[config.mk]
export PLATFORM = sky130hd
export DESIGN_NAME = sbt_timer
export DESIGN_NICKNAME = d
export VERILOG_FILES = /design/src/sbt_pkg.sv /design/src/sbt_pin_filter.sv /design/src/sbt_timer.sv
export SDC_FILE = /design/constraint.sdc
export NUM_CORES = 1
export LEC_CHECK = 0
export BUFFER_PORTS_ARGS = -buffer_cell sky130_fd_sc_hd__clkbuf_2
export CAP_MARGIN = 10
export CORE_ASPECT_RATIO = 0.9
export CORE_MARGIN = 2
export CORE_UTILIZATION = 57
export CTS_CLUSTER_DIAMETER = 200
export DETAILED_ROUTE_END_ITERATION = 10
export PLACE_DENSITY = 0.83
export SYNTH_ARGS = -nofsm -noshare
export SYNTH_HDL_FRONTEND = slang
export SYNTH_HIERARCHICAL = 1
export SYNTH_SLANG_ARGS = --single-unit
[constraint.sdc]
create_clock -name clock -period 2.7 [get_ports clock]
set_input_delay 0.54 -clock clock [delete_from_list [all_inputs] [get_ports clock]]
set_output_delay 0.54 -clock clock [all_outputs]
set_load 0.1 [all_outputs]
[src/sbt_pkg.sv]
// Shared constants, encodings and carrier types of the sixteen-bit timer
package sbt_pkg;

	// ******************************
	// Widths
	// ******************************
	localparam int unsigned ADDR_W = 4;
	localparam int unsigned DATA_W = 8;
	localparam int unsigned CNT_W = 16;
	localparam int unsigned PRE_W = 10;
	localparam int unsigned FILT_LEN = 4;

	// ******************************
	// Register offsets
	// ******************************
	localparam logic [3:0] OFF_CTRL_A = 4'h0;
	localparam logic [3:0] OFF_CTRL_B = 4'h1;
	localparam logic [3:0] OFF_CTRL_C = 4'h2;
	localparam logic [3:0] OFF_POWER = 4'h3;
	localparam logic [3:0] OFF_CNT_L = 4'h4;
	localparam logic [3:0] OFF_CNT_H = 4'h5;
	localparam logic [3:0] OFF_CMPA_L = 4'h6;
	localparam logic [3:0] OFF_CMPA_H = 4'h7;
	localparam logic [3:0] OFF_CMPB_L = 4'h8;
	localparam logic [3:0] OFF_CMPB_H = 4'h9;
	localparam logic [3:0] OFF_CAP_L = 4'hA;
	localparam logic [3:0] OFF_CAP_H = 4'hB;
	localparam logic [3:0] OFF_FLAG = 4'hC;
	localparam logic [3:0] OFF_MASK = 4'hD;
	localparam logic [3:0] OFF_CLEAR = 4'hE;

	// ******************************
	// Field positions
	// ******************************
	localparam int unsigned A_WGM_LSB = 0;
	localparam int unsigned A_OUTB_EN = 5;
	localparam int unsigned A_OUTA_EN = 7;
	localparam int unsigned B_CS_LSB = 0;
	localparam int unsigned B_WGM_LSB = 3;
	localparam int unsigned B_EDGE = 6;
	localparam int unsigned B_FILT = 7;
	localparam int unsigned C_FORCE_B = 6;
	localparam int unsigned C_FORCE_A = 7;
	localparam int unsigned P_GATE = 0;
	localparam int unsigned F_OVF = 0;
	localparam int unsigned F_MA = 1;
	localparam int unsigned F_MB = 2;
	localparam int unsigned F_CAP = 3;
	localparam int unsigned N_FLAGS = 4;

	// ******************************
	// Reset values and fixed counts
	// ******************************
	localparam logic [7:0] RST_BYTE = 8'h00;
	localparam logic [7:0] RST_POWER = 8'h01;
	localparam logic [15:0] BOTTOM_VAL = 16'h0000;
	localparam logic [15:0] MAX_VAL = 16'hFFFF;
	localparam logic [15:0] TOP_8BIT = 16'h00FF;
	localparam logic [15:0] TOP_9BIT = 16'h01FF;
	localparam logic [15:0] TOP_10BIT = 16'h03FF;
	localparam logic [9:0] PRE_MASK_8 = 10'h007;
	localparam logic [9:0] PRE_MASK_64 = 10'h03F;
	localparam logic [9:0] PRE_MASK_256 = 10'h0FF;
	localparam logic [9:0] PRE_MASK_1024 = 10'h3FF;

	// ******************************
	// Encodings
	// ******************************
	typedef enum logic [2:0] {
		CS_STOP = 3'h0,
		CS_DIV1 = 3'h1,
		CS_DIV8 = 3'h2,
		CS_DIV64 = 3'h3,
		CS_DIV256 = 3'h4,
		CS_DIV1024 = 3'h5,
		CS_EXT_FALL = 3'h6,
		CS_EXT_RISE = 3'h7
	} sbt_clk_sel_t;

	localparam logic [3:0] WGM_NORMAL = 4'h0;
	localparam logic [3:0] WGM_CTC_A = 4'h4;
	localparam logic [3:0] WGM_PWM8 = 4'h5;
	localparam logic [3:0] WGM_PWM9 = 4'h6;
	localparam logic [3:0] WGM_PWM10 = 4'h7;
	localparam logic [3:0] WGM_CTC_CAP = 4'hC;
	localparam logic [3:0] WGM_PWM_CAP = 4'hE;
	localparam logic [3:0] WGM_PWM_A = 4'hF;

	// ******************************
	// Carriers
	// ******************************
	typedef struct packed {
		logic [3:0] mode;
		sbt_clk_sel_t cs;
		logic edge_rise;
		logic filt_on;
		logic out_a_en;
		logic out_b_en;
	} sbt_cfg_t;

	typedef struct packed {
		logic a;
		logic b;
	} sbt_wave_t;

endpackage

[src/sbt_pin_filter.sv]
// Pin synchroniser with optional noise filter for timer inputs
`timescale 1ns/100ps
module sbt_pin_filter import sbt_pkg::*; (
	input wire logic clock,
	input wire logic rst_n,
	input wire logic pin,
	input wire logic filt_on,
	output logic level
);

	logic sync1_r;
	logic sync2_r;
	logic [FILT_LEN-1:0] hist_r;
	logic [FILT_LEN-1:0] hist_nxt;
	logic level_r;
	logic level_nxt;

	// ******************************
	// Filter
	// ******************************
	// With the filter on, level only moves after FILT_LEN equal samples, costing that much latency
	always_comb begin
		hist_nxt = {hist_r[FILT_LEN-2:0], sync2_r};
		level_nxt = level_r;
		if (!filt_on) begin
			level_nxt = sync2_r;
		end else if (&hist_r) begin
			level_nxt = 1'b1;
		end else if (~|hist_r) begin
			level_nxt = 1'b0;
		end
	end

	always_ff @(posedge clock or negedge rst_n) begin
		if (!rst_n) begin
			sync1_r <= 1'b0;
			sync2_r <= 1'b0;
			hist_r <= '0;
			level_r <= 1'b0;
		end else begin
			sync1_r <= pin;
			sync2_r <= sync1_r;
			hist_r <= hist_nxt;
			level_r <= level_nxt;
		end
	end

	assign level = level_r;

endmodule

[src/sbt_timer.sv]
// Sixteen-bit timer with compare, capture and shared high-byte access
//
// Added by the designer: strobed register access and the placing of the registers.
`timescale 1ns/100ps
module sbt_timer import sbt_pkg::*; (
	input wire logic clock,
	input wire logic rst_n,
	input wire logic [ADDR_W-1:0] addr,
	input wire logic [DATA_W-1:0] wdata,
	input wire logic wr,
	input wire logic rd,
	output logic [DATA_W-1:0] rdata,
	input wire logic external_count_pin,
	input wire logic capture_input_pin,
	output sbt_wave_t wave,
	output logic irq
);

	// ******************************
	// Decoding functions
	// ******************************
	function automatic logic is_pwm(input logic [3:0] m);
		is_pwm = (m == WGM_PWM8) || (m == WGM_PWM9) || (m == WGM_PWM10) ||
			(m == WGM_PWM_CAP) || (m == WGM_PWM_A);
	endfunction

	function automatic logic cap_is_top(input logic [3:0] m);
		cap_is_top = (m == WGM_CTC_CAP) || (m == WGM_PWM_CAP);
	endfunction

	function automatic logic a_is_top(input logic [3:0] m);
		a_is_top = (m == WGM_CTC_A) || (m == WGM_PWM_A);
	endfunction

	function automatic logic [15:0] top_of(input logic [3:0] m, input logic [15:0] a,
		input logic [15:0] c);
		case (m)
			WGM_PWM8: top_of = TOP_8BIT;
			WGM_PWM9: top_of = TOP_9BIT;
			WGM_PWM10: top_of = TOP_10BIT;
			WGM_CTC_A, WGM_PWM_A: top_of = a;
			WGM_CTC_CAP, WGM_PWM_CAP: top_of = c;
			default: top_of = MAX_VAL;
		endcase
	endfunction

	function automatic logic pre_tap(input logic [9:0] p, input logic [9:0] mask);
		pre_tap = (p & mask) == mask;
	endfunction

	// ******************************
	// State
	// ******************************
	logic [7:0] ctrl_a_r, ctrl_a_nxt;
	logic [7:0] ctrl_b_r, ctrl_b_nxt;
	logic gate_r, gate_nxt;
	logic [N_FLAGS-1:0] flags_r, flags_nxt;
	logic [N_FLAGS-1:0] mask_r, mask_nxt;
	logic [7:0] temp_r, temp_nxt;
	logic [15:0] cnt_r, cnt_nxt;
	logic [15:0] cmpa_buf_r, cmpa_buf_nxt;
	logic [15:0] cmpb_buf_r, cmpb_buf_nxt;
	logic [15:0] cmpa_r, cmpa_nxt;
	logic [15:0] cmpb_r, cmpb_nxt;
	logic [15:0] cap_r, cap_nxt;
	logic [PRE_W-1:0] pre_r, pre_nxt;
	logic ext_prev_r;
	logic cap_prev_r;
	logic [7:0] rdata_r, rdata_nxt;
	sbt_wave_t wave_r, wave_nxt;

	sbt_cfg_t cfg;
	logic ext_lvl;
	logic cap_lvl;
	logic timer_tick;
	logic [15:0] top;
	logic at_top;
	logic match_a;
	logic match_b;
	logic cap_edge;
	logic pwm;

	// ******************************
	// Pin conditioning
	// ******************************
	sbt_pin_filter u_ext (
		.clock(clock),
		.rst_n(rst_n),
		.pin(external_count_pin),
		.filt_on(1'b0),
		.level(ext_lvl)
	);

	sbt_pin_filter u_cap (
		.clock(clock),
		.rst_n(rst_n),
		.pin(capture_input_pin),
		.filt_on(cfg.filt_on),
		.level(cap_lvl)
	);

	// ******************************
	// Configuration and clock select
	// ******************************
	always_comb begin
		cfg.mode = {ctrl_b_r[B_WGM_LSB+1:B_WGM_LSB], ctrl_a_r[A_WGM_LSB+1:A_WGM_LSB]};
		cfg.cs = sbt_clk_sel_t'(ctrl_b_r[B_CS_LSB+2:B_CS_LSB]);
		cfg.edge_rise = ctrl_b_r[B_EDGE];
		cfg.filt_on = ctrl_b_r[B_FILT];
		cfg.out_a_en = ctrl_a_r[A_OUTA_EN];
		cfg.out_b_en = ctrl_a_r[A_OUTB_EN];
	end

	always_comb begin
		case (cfg.cs)
			CS_DIV1: timer_tick = 1'b1;
			CS_DIV8: timer_tick = pre_tap(pre_r, PRE_MASK_8);
			CS_DIV64: timer_tick = pre_tap(pre_r, PRE_MASK_64);
			CS_DIV256: timer_tick = pre_tap(pre_r, PRE_MASK_256);
			CS_DIV1024: timer_tick = pre_tap(pre_r, PRE_MASK_1024);
			CS_EXT_FALL: timer_tick = ext_prev_r & ~ext_lvl;
			CS_EXT_RISE: timer_tick = ~ext_prev_r & ext_lvl;
			default: timer_tick = 1'b0;
		endcase
		if (gate_r) begin
			timer_tick = 1'b0;
		end
	end

	// ******************************
	// Counter, compare and capture
	// ******************************
	assign pwm = is_pwm(cfg.mode);
	assign top = top_of(cfg.mode, cmpa_r, cap_r);
	assign at_top = cnt_r == top;
	assign match_a = timer_tick && (cnt_r == cmpa_r);
	assign match_b = timer_tick && (cnt_r == cmpb_r);
	assign cap_edge = cfg.edge_rise ? (~cap_prev_r & cap_lvl) : (cap_prev_r & ~cap_lvl);

	always_comb begin
		cnt_nxt = cnt_r;
		cmpa_nxt = cmpa_r;
		cmpb_nxt = cmpb_r;
		cap_nxt = cap_r;
		cmpa_buf_nxt = cmpa_buf_r;
		cmpb_buf_nxt = cmpb_buf_r;
		ctrl_a_nxt = ctrl_a_r;
		ctrl_b_nxt = ctrl_b_r;
		gate_nxt = gate_r;
		mask_nxt = mask_r;
		flags_nxt = flags_r;
		temp_nxt = temp_r;
		rdata_nxt = RST_BYTE;
		wave_nxt = wave_r;
		pre_nxt = (gate_r || cfg.cs == CS_STOP) ? '0 : PRE_W'(pre_r + 1'b1);
		if (timer_tick) begin
			cnt_nxt = at_top ? BOTTOM_VAL : 16'(cnt_r + 1'b1);
		end
		// Buffered compares load at top in PWM so a period never sees a torn value
		if (!pwm) begin
			cmpa_nxt = cmpa_buf_r;
			cmpb_nxt = cmpb_buf_r;
		end else if (timer_tick && at_top) begin
			cmpa_nxt = cmpa_buf_r;
			cmpb_nxt = cmpb_buf_r;
		end
		if (cap_edge && !gate_r && !cap_is_top(cfg.mode)) begin
			cap_nxt = cnt_r;
		end
		// Waveforms: PWM sets at top (A stays low when compare A is top), clears on match; other modes toggle on match
		if (pwm) begin
			if (timer_tick && at_top) begin
				wave_nxt.a = cfg.out_a_en && !a_is_top(cfg.mode);
				wave_nxt.b = cfg.out_b_en;
			end
			if (match_a) begin
				wave_nxt.a = 1'b0;
			end
			if (match_b) begin
				wave_nxt.b = 1'b0;
			end
		end else begin
			if (cfg.out_a_en && (match_a || (wr && addr == OFF_CTRL_C && wdata[C_FORCE_A]))) begin
				wave_nxt.a = ~wave_r.a;
			end
			if (cfg.out_b_en && (match_b || (wr && addr == OFF_CTRL_C && wdata[C_FORCE_B]))) begin
				wave_nxt.b = ~wave_r.b;
			end
		end

		// Bus writes; clears are applied before sets so an event never gets lost
		if (wr) begin
			case (addr)
				OFF_CTRL_A: ctrl_a_nxt = wdata;
				OFF_CTRL_B: ctrl_b_nxt = wdata;
				OFF_POWER: gate_nxt = wdata[P_GATE];
				OFF_CNT_H, OFF_CMPA_H, OFF_CMPB_H, OFF_CAP_H: temp_nxt = wdata;
				OFF_CNT_L: cnt_nxt = {temp_r, wdata};
				OFF_CMPA_L: cmpa_buf_nxt = {temp_r, wdata};
				OFF_CMPB_L: cmpb_buf_nxt = {temp_r, wdata};
				OFF_CAP_L: cap_nxt = {temp_r, wdata};
				OFF_MASK: mask_nxt = wdata[N_FLAGS-1:0];
				OFF_CLEAR: flags_nxt = flags_r & ~wdata[N_FLAGS-1:0];
				default: ;
			endcase
		end

		// Bus reads; answer stands for exactly one cycle
		if (rd) begin
			case (addr)
				OFF_CTRL_A: rdata_nxt = ctrl_a_r;
				OFF_CTRL_B: rdata_nxt = ctrl_b_r;
				OFF_POWER: rdata_nxt = {7'h00, gate_r};
				OFF_CNT_L: begin
					rdata_nxt = cnt_r[7:0];
					temp_nxt = cnt_r[15:8];
				end
				OFF_CAP_L: begin
					rdata_nxt = cap_r[7:0];
					temp_nxt = cap_r[15:8];
				end
				OFF_CNT_H, OFF_CAP_H: rdata_nxt = temp_r;
				OFF_CMPA_L: rdata_nxt = cmpa_buf_r[7:0];
				OFF_CMPA_H: rdata_nxt = cmpa_buf_r[15:8];
				OFF_CMPB_L: rdata_nxt = cmpb_buf_r[7:0];
				OFF_CMPB_H: rdata_nxt = cmpb_buf_r[15:8];
				OFF_FLAG: rdata_nxt = {4'h0, flags_r};
				OFF_MASK: rdata_nxt = {4'h0, mask_r};
				default: rdata_nxt = RST_BYTE;
			endcase
		end

		// Flag sets, in PWM overflow marks top, otherwise the wrap from max
		if (timer_tick && (pwm ? at_top : (cnt_r == MAX_VAL))) begin
			flags_nxt[F_OVF] = 1'b1;
		end
		if (match_a) begin
			flags_nxt[F_MA] = 1'b1;
		end
		if (match_b) begin
			flags_nxt[F_MB] = 1'b1;
		end
		if (cap_edge && !gate_r && !cap_is_top(cfg.mode)) begin
			flags_nxt[F_CAP] = 1'b1;
		end
	end

	always_ff @(posedge clock or negedge rst_n) begin
		if (!rst_n) begin
			ctrl_a_r <= RST_BYTE;
			ctrl_b_r <= RST_BYTE;
			gate_r <= RST_POWER[P_GATE];
			flags_r <= '0;
			mask_r <= '0;
			temp_r <= RST_BYTE;
			cnt_r <= BOTTOM_VAL;
			cmpa_buf_r <= BOTTOM_VAL;
			cmpb_buf_r <= BOTTOM_VAL;
			cmpa_r <= BOTTOM_VAL;
			cmpb_r <= BOTTOM_VAL;
			cap_r <= BOTTOM_VAL;
			pre_r <= '0;
			ext_prev_r <= 1'b0;
			cap_prev_r <= 1'b0;
			rdata_r <= RST_BYTE;
			wave_r <= '0;
		end else begin
			ctrl_a_r <= ctrl_a_nxt;
			ctrl_b_r <= ctrl_b_nxt;
			gate_r <= gate_nxt;
			flags_r <= flags_nxt;
			mask_r <= mask_nxt;
			temp_r <= temp_nxt;
			cnt_r <= cnt_nxt;
			cmpa_buf_r <= cmpa_buf_nxt;
			cmpb_buf_r <= cmpb_buf_nxt;
			cmpa_r <= cmpa_nxt;
			cmpb_r <= cmpb_nxt;
			cap_r <= cap_nxt;
			pre_r <= pre_nxt;
			ext_prev_r <= ext_lvl;
			cap_prev_r <= cap_lvl;
			rdata_r <= rdata_nxt;
			wave_r <= wave_nxt;
		end
	end

	// ******************************
	// Outputs
	// ******************************
	assign rdata = rdata_r;
	assign wave = wave_r;
	assign irq = |(flags_r & mask_r);

endmodule

# --- After elaboration in Yosys (flattened, before gate mapping) ---
# Index checks and enable logic that the tools add are counted.
totals:
  ff_bits: 161
  in_bits: 18
  output_inout_bits: 11
  elab_cells: 176
op_classes:
  add_sub_neg: 2
  n_eq_ne: 40
  muxes: 38
  n_bitwise: 13
  n_reduce_logical: 55
ops:
  columns: ["cell", "count"]
  rows:
  - ["16-bit two-way mux", 11]
  - ["8-bit one-hot mux with 12 select lines", 1]
  - ["16-bit one-hot mux with 5 select lines", 1]
  - ["16-bit equality test", 3]
  - ["4-bit equality test, second input constant", 10]
  - ["4-bit by 3-bit equality test with 1-bit output, second input constant", 8]
  - ["8-bit two-way mux", 4]
  - ["2-bit AND reduction", 12]
  - ["2-bit nonzero test", 10]
  - ["16-bit by 1-bit adder with 16-bit output, second input constant", 1]
  - ["16-bit equality test, second input constant", 1]
  - ["8-bit one-hot mux with 2 select lines", 1]
  - ["3-bit equality test, second input constant", 5]
  - ["1-bit two-way mux", 14]
  - ["1-bit logical AND", 12]
  - ["4-bit OR reduction", 3]
  - ["10-bit by 1-bit adder with 10-bit output, second input constant", 1]
  - ["10-bit equality test, second input constant", 1]
  - ["10-bit two-way mux", 1]
  - ["1-bit logical OR", 9]
  - ["3-bit by 2-bit inequality test with 1-bit output, second input constant", 3]
  - ["4-bit bitwise AND", 2]
  - ["4-bit by 2-bit equality test with 1-bit output, second input constant", 2]
  - ["8-bit equality test, second input constant", 1]
  - ["16 further kinds", 31]

# --- Longest topological paths before layout ---
# Gate-level depths: netlist (run 1).
logic_depth:
  depth_word: 9
  ltp_mapped: 12
  mapped_depth_nobuf: 10

# --- Modules after synthesis ---
# The synthesis (run 1) kept the hierarchy.
by_module_without_submodules:
  columns: ["module", "n_inst", "cells_each", "area_per_inst_um2", "seq_area_each_um2"]
  rows:
  - ["sbt_timer", 1, 843, 8675.8, 3779.9]
  - ["sbt_pin_filter", 2, 12, 205.2, 175.2]

# --- Worst setup path after synthesis (run 1) ---
# OpenSTA, ideal clock, no wires.
synth_timing:
  kind: "reg2reg"
  startpoint: "reg ctrl_a_r[0]"
  endpoint: "reg cmpa_r[0]"
  setup_time_ns: 0.125
  t_arrival_ns: 2.685
  setup_slack_ns: -0.110
  path_stages_with_launch: 12
  n_path_buf: 4
  cell_sequence: "dfrtp_1 buf_4 or3_1 buf_2 o221ai_1 xor2_1 nor4_1 nand4_2 o31a_1 buf_6 buf_6 mux2_4"
synth_via:
  elab_chain_len: 6
synth_rtl:
  columns: ["element", "line_no", "source"]
  rows:
  - ["start: declaration", "sbt_timer.sv:54", "logic [7:0] ctrl_a_r, ctrl_a_nxt;"]
  - ["start signal: assignment", "sbt_timer.sv:268", "ctrl_a_r <= ctrl_a_nxt;"]
  - ["4-bit equality test, or another cell as far along", "sbt_timer.sv:37", "case (m)"]
  - ["2-bit OR reduction / 1-bit logical OR (equally long branches)", "sbt_timer.sv:37, sbt_timer.sv:23", null]
  - ["16-bit one-hot mux with 5 select lines / 1-bit logical OR (equally long branches)", "sbt_timer.sv:37, sbt_timer.sv:23", null]
  - ["16-bit equality test / 1-bit logical OR (equally long branches)", "sbt_timer.sv:135, sbt_timer.sv:23", null]
  - ["1-bit logical AND / 1-bit logical OR (equally long branches)", "sbt_timer.sv:163, sbt_timer.sv:24", null]
  - ["2-bit by 1-bit inequality test with 1-bit output (no source line) / 16-bit two-way mux (equally long branches)", null, null]
  - ["end signal: assignment", "sbt_timer.sv:277", "cmpa_r <= cmpa_nxt;"]
  - ["end: declaration", "sbt_timer.sv:63", "logic [15:0] cmpa_r, cmpa_nxt;"]
# Several ways; a longest one is shown, not always the timed one.
# A chain may end at the register's enable or synchronous reset.

# --- Worst setup path in the final report (run 1) ---
layout_timing:
  startpoint: "reg ctrl_b_r[4]"
  endpoint: "reg cmpb_r[14]"
layout_via:
  elab_chain_len: 6
layout_rtl:
  columns: ["element", "line_no", "source"]
  rows:
  - ["start: declaration", "sbt_timer.sv:55", "logic [7:0] ctrl_b_r, ctrl_b_nxt;"]
  - ["start signal: assignment", "sbt_timer.sv:269", "ctrl_b_r <= ctrl_b_nxt;"]
  - ["4-bit equality test, or another cell as far along", "sbt_timer.sv:37", null]
  - ["2-bit OR reduction / 1-bit logical OR (equally long branches)", "sbt_timer.sv:37, sbt_timer.sv:23", null]
  - ["16-bit one-hot mux with 5 select lines / 1-bit logical OR (equally long branches)", "sbt_timer.sv:37, sbt_timer.sv:23", null]
  - ["16-bit equality test / 1-bit logical OR (equally long branches)", "sbt_timer.sv:135, sbt_timer.sv:23", null]
  - ["1-bit logical AND / 1-bit logical OR (equally long branches)", "sbt_timer.sv:163, sbt_timer.sv:24", null]
  - ["2-bit by 1-bit inequality test with 1-bit output (no source line) / 16-bit two-way mux (equally long branches)", null, null]
  - ["end signal: assignment", "sbt_timer.sv:278", "cmpb_r <= cmpb_nxt;"]
  - ["end: declaration", "sbt_timer.sv:64", "logic [15:0] cmpb_r, cmpb_nxt;"]
# Several ways; a longest one is shown, not always the timed one.

==> out/metrics.csv, run 1 <==
stage,metric,value,unit
timing,timing.hold.ws,0.0840,ns
logic_synthesis,yosysTopAreaCell,dfrtp_1,
timing,tightest_slew,0.878,ns
logic_synthesis,synth_xor_xnor_area_share,0.0627,
floorplan,die_w,137,um
clock_network,cts.sinks,165,
logic_synthesis,yosysUniqueCellTypes,69,
logic_synthesis,synth_common_cells,"dfrtp_1, nand2_1, mux2_2, clkbuf_1, xor2_1",
finish,fin_util,0.708,
power,finalPower,10.7,mW
logic_synthesis,synth_seq_cells,165,
route,antenna_left,0,
flow_run,cap_violations,0,
logic_synthesis,synthArstFlopShare,1.00,
clock_network,clkTransAtPathRegs,0.07,ns
worst_hold_path,hold_path.class,primary input to async pin,
finish,drive_gt1_frac,0.313,
clock_network,insertion_delay,0.43,ns
place,dp_slack,-0.179,ns
logic_synthesis,post-synth-top-count-cell,dfrtp_1,
grt,grt_max_degree,63,
timing,setup_ws,-0.267,ns
clock_network,ctsRootBufferMaster,clkbuf_16,
route,drt_wl_total,29300,um
timing,skew,0.0110,ns
run_status,violations,setup timing,
timing,setup_tns,-9.61,ns
logic_synthesis,yosys.area_share.simple,0.155,
run_status,status,"complete, but fails checks",
worst_setup_path,r2r_slack,-0.27,ns
route,vias_per_cell,6.81,
clock_network,htree_levels,4,
floorplan,boundaryPins,29,
timing,slew_violations,0,
clock_network,cts_buffer_depth,2,
clock_network,holdBufCountCts,0,
worst_setup_path,critPathSlowestCell,dfrtp_2,
logic_synthesis,ys.flop_type,dfrtp_1,
logic_synthesis,synthDominantCellAreaShare,0.452,
logic_synthesis,netlist_area,9090,um^2
logic_synthesis,ys_warn_count,6,
power,ir_drop,0.637,mV
finish,areaGrowthSynthToFinish,20.8,%
clock_network,cts_tree,yes,
logic_synthesis,postSynthAreaPerCell,10.5,um^2
finish,fin_area,11000,um^2
timing,setup_viol,46,
finish,nets,967,
power,p_leak,4.75,nW
timing,rsz0062_at_grt,yes,
grt,grt_pass1_wl,43300,um
logic_synthesis,synth-edff-count,0,
logic_synthesis,yosys.area_share.adder,0.00413,
route,num_vias,7911,
logic_synthesis,synth_top_family_by_area,multiplexers,
worst_setup_path,crit_chain,buf_6 > or3b_4 > a211oi_4 > buf_4 > a41oi_1 > o211ai_1 > buf_4 > nand4_4 > o31a_4 > clkbuf_16 > mux2_4,
route,drtIter0Drc,1167,
timing,fin_crit_sh,1.10,
floorplan,initial_core_util,0.586,
power,power_density,976,nW/um^2
place,placed_cell_area,9850,um^2
worst_setup_path,crit_type,register to register,
logic_synthesis,synth.area.mux_share,0.161,
worst_setup_path,r2r-start,ctrl_b_r[4],
place,portBuffers,28,
worst_setup_path,required,3.01,ns
route,drcViolationCount,0,
timing,finalHoldViolCount,0,
worst_setup_path,r2r-end,cmpb_r[14],
floorplan,die_area,17000,um^2
place,dpl.hpwl,19600,um
worst_setup_path,max_stage_delay,0.45,ns
worst_setup_path,r2r_cells,11,
timing,max_freq,0.337,GHz
finish,final_cells,1161,
floorplan,coreArea,15500,um^2
worst_setup_path,path_buf_inv,4,
place,dpl.cell_count,1105,
worst_setup_path,cp_top_family,compound AO/OA/AOI/OAI gates,
worst_setup_path,arrival,3.27,ns
worst_setup_path,startpoint_type,register,
worst_setup_path,cp-end-kind,register,
route,routedWlPerCell,25.2,um
grt,antenna_found_initial,0,
timing,max_slew_margin,0.409,
logic_synthesis,synth_compound_area_frac,0.120,
worst_setup_path,worst_path_most_repeated_cell,buf_4,
clock_network,cts_buffers,17,
floorplan,std_cell_rows,43,
floorplan,die_h,124,um
timing,min_period,2.97,ns
finish,antenna_cells,0,
grt,grt_pass1_vias,7383,
logic_synthesis,synthCells,867,
grt,grt-ovfl-total,0,
logic_synthesis,synthTopCellsByArea,"dfrtp_1, mux2_2, xor2_1",
place,gp_congestion,1.02,
worst_setup_path,worstPathMaxFanout,6,
route,firstDrtPassIters,8,
grt,grtUsageTotal,0.350,
logic_synthesis,ys_seq_area_frac,0.455,
## state kept, by name (all words and copies together), names as in the netlist, 2 cells and up
| register | cells |
|---|---|
| pre_r | 10 |
| cnt_r | 16 |
| rdata | 8 |
| mask_r | 4 |
| cmpa_r | 16 |
| u_cap/hist_r | 4 |
| u_ext/hist_r | 4 |
| cap_r | 16 |
| flags_r | 4 |
| cmpb_r | 16 |
| cmpa_buf_r | 16 |
| ctrl_a_r | 8 |
| wave | 2 |
| cmpb_buf_r | 16 |
| temp_r | 8 |
| ctrl_b_r | 8 |
## worst reg2reg max path: stages (launching register included)
cell       delay [ns]
dfrtp_2          0.45
buf_6            0.14
or3b_4           0.41
a211oi_4         0.29
buf_4            0.16
a41oi_1          0.13
o211ai_1         0.13
buf_4            0.18
nand4_4          0.08
o31a_4           0.38
clkbuf_16        0.20
mux2_4           0.29
## worst max-delay path by stage
stage | end | depth (start not counted) | from | slack (ns)
after floorplan | cmpa_r[0] | 11 | ctrl_a_r[0] | -0.06
after global placement | cmpb_r[13] | 9 | ctrl_a_r[1] | -0.15
after detailed placement | cmpa_r[14] | 9 | ctrl_a_r[1] | -0.18
after CTS | cmpa_r[6] | 9 | ctrl_a_r[1] | -0.11
after global routing | cmpa_r[3] | 11 | ctrl_b_r[4] | -0.34
final | cmpb_r[14] | 11 | ctrl_b_r[4] | -0.27
## repair_timing
item,in CTS,in global routing
buffers inserted,1,18
gates resized for setup,12,51
cloned,0,5
pin swaps,1,20
endpoints found under the setup margin,39,48
## area by class of cell
cell class	instances	area [um^2]
multi-input combinational	615	4830
fill	1054	4520
sequential	165	4130
timing repair buffer	133	1130
clock buffer	19	453
tap	202	253
clock inverter	13	121
inverter	14	52.6
## cells in the final DEF (no fill, tap or decap), types with 14 or more instances in the layout
cell type | netlist | layout
nand2_1 | 75 | 75
clkbuf_16 | 0 | 21
xor2_1 | 55 | 55
nor2_1 | 40 | 38
clkbuf_2 | 0 | 27
o21ai_0 | 46 | 45
buf_4 | 1 | 83
mux2i_1 | 34 | 34
inv_1 | 14 | 14
nand3_1 | 28 | 28
dfrtp_1 | 164 | 161
a21oi_1 | 24 | 22
nor4_1 | 19 | 18
mux2_2 | 58 | 58
mux2_4 | 30 | 30
## logic make-up after synthesis
logic type / count (synthesis)
muxes: 123
buffers and inverters: 88
xor gates and xnor gates: 65
other: 1
adders and majority gates: 3
and+or+nand+nor: 262
AOI/OAI and AO/OA: 160
DFF: 165
## power breakdown
part	switching, mW	total, mW	internal [mW]
sequential	1.19	4.39	3.20
combinational	2.02	3.98	1.95
clock	1.02	2.34	1.33
## layer usage
layer	vias up	track usage	routed length [um]
li1	3308	-	-
met1	3859	0.480	11400
met2	614	0.517	12900
met3	130	0.107	3820
met4	0	0.148	1190
met5	-	0	0
(Power assumes the default switching activity.)
==> run 2, diff against run 1 <==
--- a/config.mk
+++ b/config.mk
@@ -5,6 +5,7 @@
 export SDC_FILE = /design/constraint.sdc
 export NUM_CORES = 1
 export LEC_CHECK = 0
+export ABC_AREA = 1
 export BUFFER_PORTS_ARGS = -buffer_cell sky130_fd_sc_hd__clkbuf_2
 export CAP_MARGIN = 10
 export CORE_ASPECT_RATIO = 0.9
@@ -12,7 +13,7 @@
 export CORE_UTILIZATION = 57
 export CTS_CLUSTER_DIAMETER = 200
 export DETAILED_ROUTE_END_ITERATION = 10
-export PLACE_DENSITY = 0.83
+export PLACE_DENSITY = 0.77
 export SYNTH_ARGS = -nofsm -noshare
 export SYNTH_HDL_FRONTEND = slang
 export SYNTH_HIERARCHICAL = 1
==> run 2 against run 1 <==
Against the previous run:
- the run now ends clean
- core utilization down 6.1 points
- clock-buffer cell count down 2
- largest power group unchanged
- worst setup slack better by 0.45 ns
- highest routed layer unchanged
- flip-flop and latch count unchanged
- via count up 6.1%
- synthesized area down 3.4%
==> out/metrics.csv, run 2 <==
stage,metric,value,unit,change
logic_synthesis,post-synth-top-count-cell,nand2_1,,
route,vias_per_cell,5.96,,-13%
grt,antenna_found_initial,2,,+2
floorplan,die_w,135,um,-1.7%
clock_network,cts_buffer_depth,2,,unchanged
logic_synthesis,synth-edff-count,0,,unchanged
timing,tightest_slew,0.744,ns,-0.133 ns
power,p_leak,4.77,nW,+0.40%
place,dpl.hpwl,21000,um,+7.0%
route,firstDrtPassIters,6,,-2
worst_setup_path,r2r_slack,0.18,ns,+0.45 ns
clock_network,cts.sinks,165,,unchanged
clock_network,cts_buffers,17,,unchanged
worst_setup_path,arrival,2.85,ns,-0.42 ns
timing,min_period,2.52,ns,-0.451 ns
worst_setup_path,critPathSlowestCell,dfrtp_1,,
worst_setup_path,cp-end-kind,register,,
worst_setup_path,startpoint_type,register,,
logic_synthesis,yosysUniqueCellTypes,48,,-30%
power,ir_drop,0.694,mV,+9.0%
worst_setup_path,cp_num_cells,15,,+4
run_status,status,"complete, no violations",,
route,drtIter0Drc,1115,,-4.5%
grt,grt_pass1_wl,44000,um,+1.6%
logic_synthesis,synthArstFlopShare,1.00,,unchanged
worst_setup_path,required,3.04,ns,+0.03 ns
floorplan,die_h,122,um,-1.7%
logic_synthesis,yosysTopAreaCell,dfrtp_1,,
clock_network,post-cts-setup-buffers,0,,-1
worst_setup_path,path_buf_inv,1,,-3
timing,setup_viol,0,,-100%
logic_synthesis,ys.flop_type,dfrtp_1,,
logic_synthesis,synthDominantCellAreaShare,0.468,,+0.0160
clock_network,htree_levels,4,,unchanged
finish,areaGrowthSynthToFinish,12.4,%,
grt,grt_pass1_vias,7642,,+3.5%
finish,final_cell_mix,"nand2_1, dfrtp_1, nor2_1",,
timing,setup_ws,0.184,ns,+0.451 ns
finish,fillers,1284,,+22%
logic_synthesis,netlist_area,8770,um^2,-3.4%
timing,max_freq,0.398,GHz,+18%
finish,drive_gt1_frac,0.0987,,-0.214
place,gp_congestion,0.984,,-3.5%
floorplan,initial_core_util,0.576,,-0.0101
clock_network,clkTransAtPathRegs,0.07,ns,about the same
clock_network,ctsRootBufferMaster,clkbuf_16,,
route,drcViolationCount,0,,unchanged
worst_setup_path,r2r-start,ctrl_b_r[3],,
worst_setup_path,max_stage_delay,0.50,ns,+0.05 ns
clock_network,insertion_delay,0.45,ns,+0.02 ns
floorplan,coreArea,15200,um^2,-1.7%
floorplan,boundaryPins,29,,unchanged
place,portBuffers,28,,unchanged
timing,setup_tns,0,ns,+9.61 ns
logic_synthesis,synth_common_cells,"nand2_1, dfrtp_1, nor2_1, inv_1, nand3_1",,
floorplan,std_cell_rows,43,,unchanged
worst_setup_path,worst_path_most_repeated_cell,nand2_1,,
worst_setup_path,crit_path_start,ctrl_b_r[3],,
logic_synthesis,synth_seq_cells,165,,unchanged
timing,finalHoldViolCount,0,,unchanged
worst_setup_path,cp_top_family,simple AND/OR/NAND/NOR gates,,
timing,max_slew_margin,0.503,,+0.0944
flow_run,cap_violations,0,,unchanged
floorplan,die_area,16400,um^2,-3.3%
clock_network,holdBufCountCts,0,,unchanged
logic_synthesis,ys_warn_count,6,,unchanged
worst_setup_path,crit_type,register to register,,
grt,grt-ovfl-total,0,,unchanged
worst_setup_path,endpoint,wave[0],,
worst_setup_path,crit_chain,nand3_2 > nor2_1 > nor2_1 > nand2_1 > nand2_1 > nand2_1 > nor2_1 > nand2_1 > nor2_2 > nand3_4 > buf_4 > nand2_1 > nand2_1 > nand2_1 > nand2_1,,
route,antenna_left,0,,unchanged
logic_synthesis,ys_seq_area_frac,0.471,,+0.0161
worst_setup_path,r2r_cells,15,,+4
finish,nets,1214,,+26%
power,power_density,962,nW/um^2,-1.5%
timing,rsz0062_at_grt,no,,
logic_synthesis,synthTopCellsByArea,"dfrtp_1, nand2_1, nor2_1",,
grt,grt_max_degree,58,,-7.9%
timing,skew,0.0168,ns,+0.00580 ns
timing,slew_violations,0,,unchanged
logic_synthesis,synthCells,1156,,+33%
route,num_vias,8391,,+6.1%
route,routedWlPerCell,20.3,um,-20%
logic_synthesis,postSynthAreaPerCell,7.59,um^2,-28%
worst_setup_path,worstPathMaxFanout,31,,+25
finish,final_common_cell,nand2_1,,
timing,fin_crit_sh,0.932,,-0.167
clock_network,cts_tree,yes,,
place,dp_slack,0.243,ns,+0.422 ns
worst_hold_path,hold_path.class,primary input to async pin,,
route,drt_wl_total,28600,um,-2.5%
grt,grtUsageTotal,0.365,,+0.0152
worst_setup_path,r2r-end,wave[0],,
## run 2: final cells by class
type                            instances  area (um^2)  area share
Multi-Input combinational cell        824         3970       0.403
Tap cell                              202          253      0.0256
Inverter                              125          469      0.0476
Clock buffer                           17          425      0.0431
Clock inverter                         15          200      0.0203
Timing Repair Buffer                   60          412      0.0417
Sequential cell                       165         4130       0.419
Antenna cell                            1         2.50    0.000254
## run 2: cells by family (layout without fill, tap and decap cells)
logic type | Yosys count | in the layout | share of synthesized area
other | 1 | 4 | 0.000427
buffers and inverters | 169 | 217 | 0.0786
XOR/XNOR | 33 | 33 | 0.0329
flip-flops | 165 | 165 | 0.471
AO/OA/AOI/OAI | 186 | 186 | 0.125
multiplexers | 4 | 4 | 0.00513
AND/OR/NAND/NOR | 595 | 595 | 0.283
adder cells (fa/ha/maj) | 3 | 3 | 0.00428
## run 2: report_power, final
part,internal [mW],switching [mW],leakage [nW]
logic,0.974,1.95,2.43
clock network,1.34,1.20,0.296
registers,3.15,0.877,2.04
## run 2: per-stage QoR
| stage | total power [mW] | hold slack (ns) | area, um^2 | utilization | instances |
|---|---|---|---|---|---|
| after CTS | 9.35 | 0.0921 | 9860 | 0.648 | 1408 |
| after global placement | 6.77 | 0.335 | 9230 | 0.606 | 1376 |
| after floorplan | 5.80 | 0.244 | 8780 | - | 1158 |
| after global routing | 9.94 | 0.107 | 9860 | 0.648 | 1408 |
| final | 9.49 | 0.0692 | 9860 | 0.648 | 1409 |
| after detailed placement | 6.82 | 0.340 | 9230 | 0.606 | 1376 |
## run 2: worst reg2reg max path: stages (launching register included)
cell     delay (ns)
dfrtp_1        0.50
nand3_2        0.29
nor2_1         0.07
nor2_1         0.26
nand2_1        0.13
nand2_1        0.09
nand2_1        0.06
nor2_1         0.11
nand2_1        0.07
nor2_2         0.16
nand3_4        0.10
buf_4          0.26
nand2_1        0.15
nand2_1        0.07
nand2_1        0.05
nand2_1        0.04
## run 2: how the worst min path moves through the flow
stage,end,slack (ns),cells past startpoint
2_1_floorplan,cap_prev_r,0.24,0
3_3_place_gp,u_cap/sync2_r,0.34,0
3_5_place_dp,u_cap/sync2_r,0.34,0
4_1_cts,pre_r[9],0.09,1
5_1_grt,cmpa_r[1],0.11,1
6_report,pre_r[7],0.07,1
## run 2: routing by layer
metal,vias to the layer above,global-route usage,routed length [um]
met4,0,0.110,732
met2,568,0.501,11700
li1,3834,-,-
met3,62,0.121,3960
met1,3927,0.546,12200
met5,-,0,0
## run 2: timing repair
action | in CTS | in global routing
setup endpoints to repair | 0 | 1
endpoints found under the hold margin | 0 | 0
resized for setup | 0 | 1
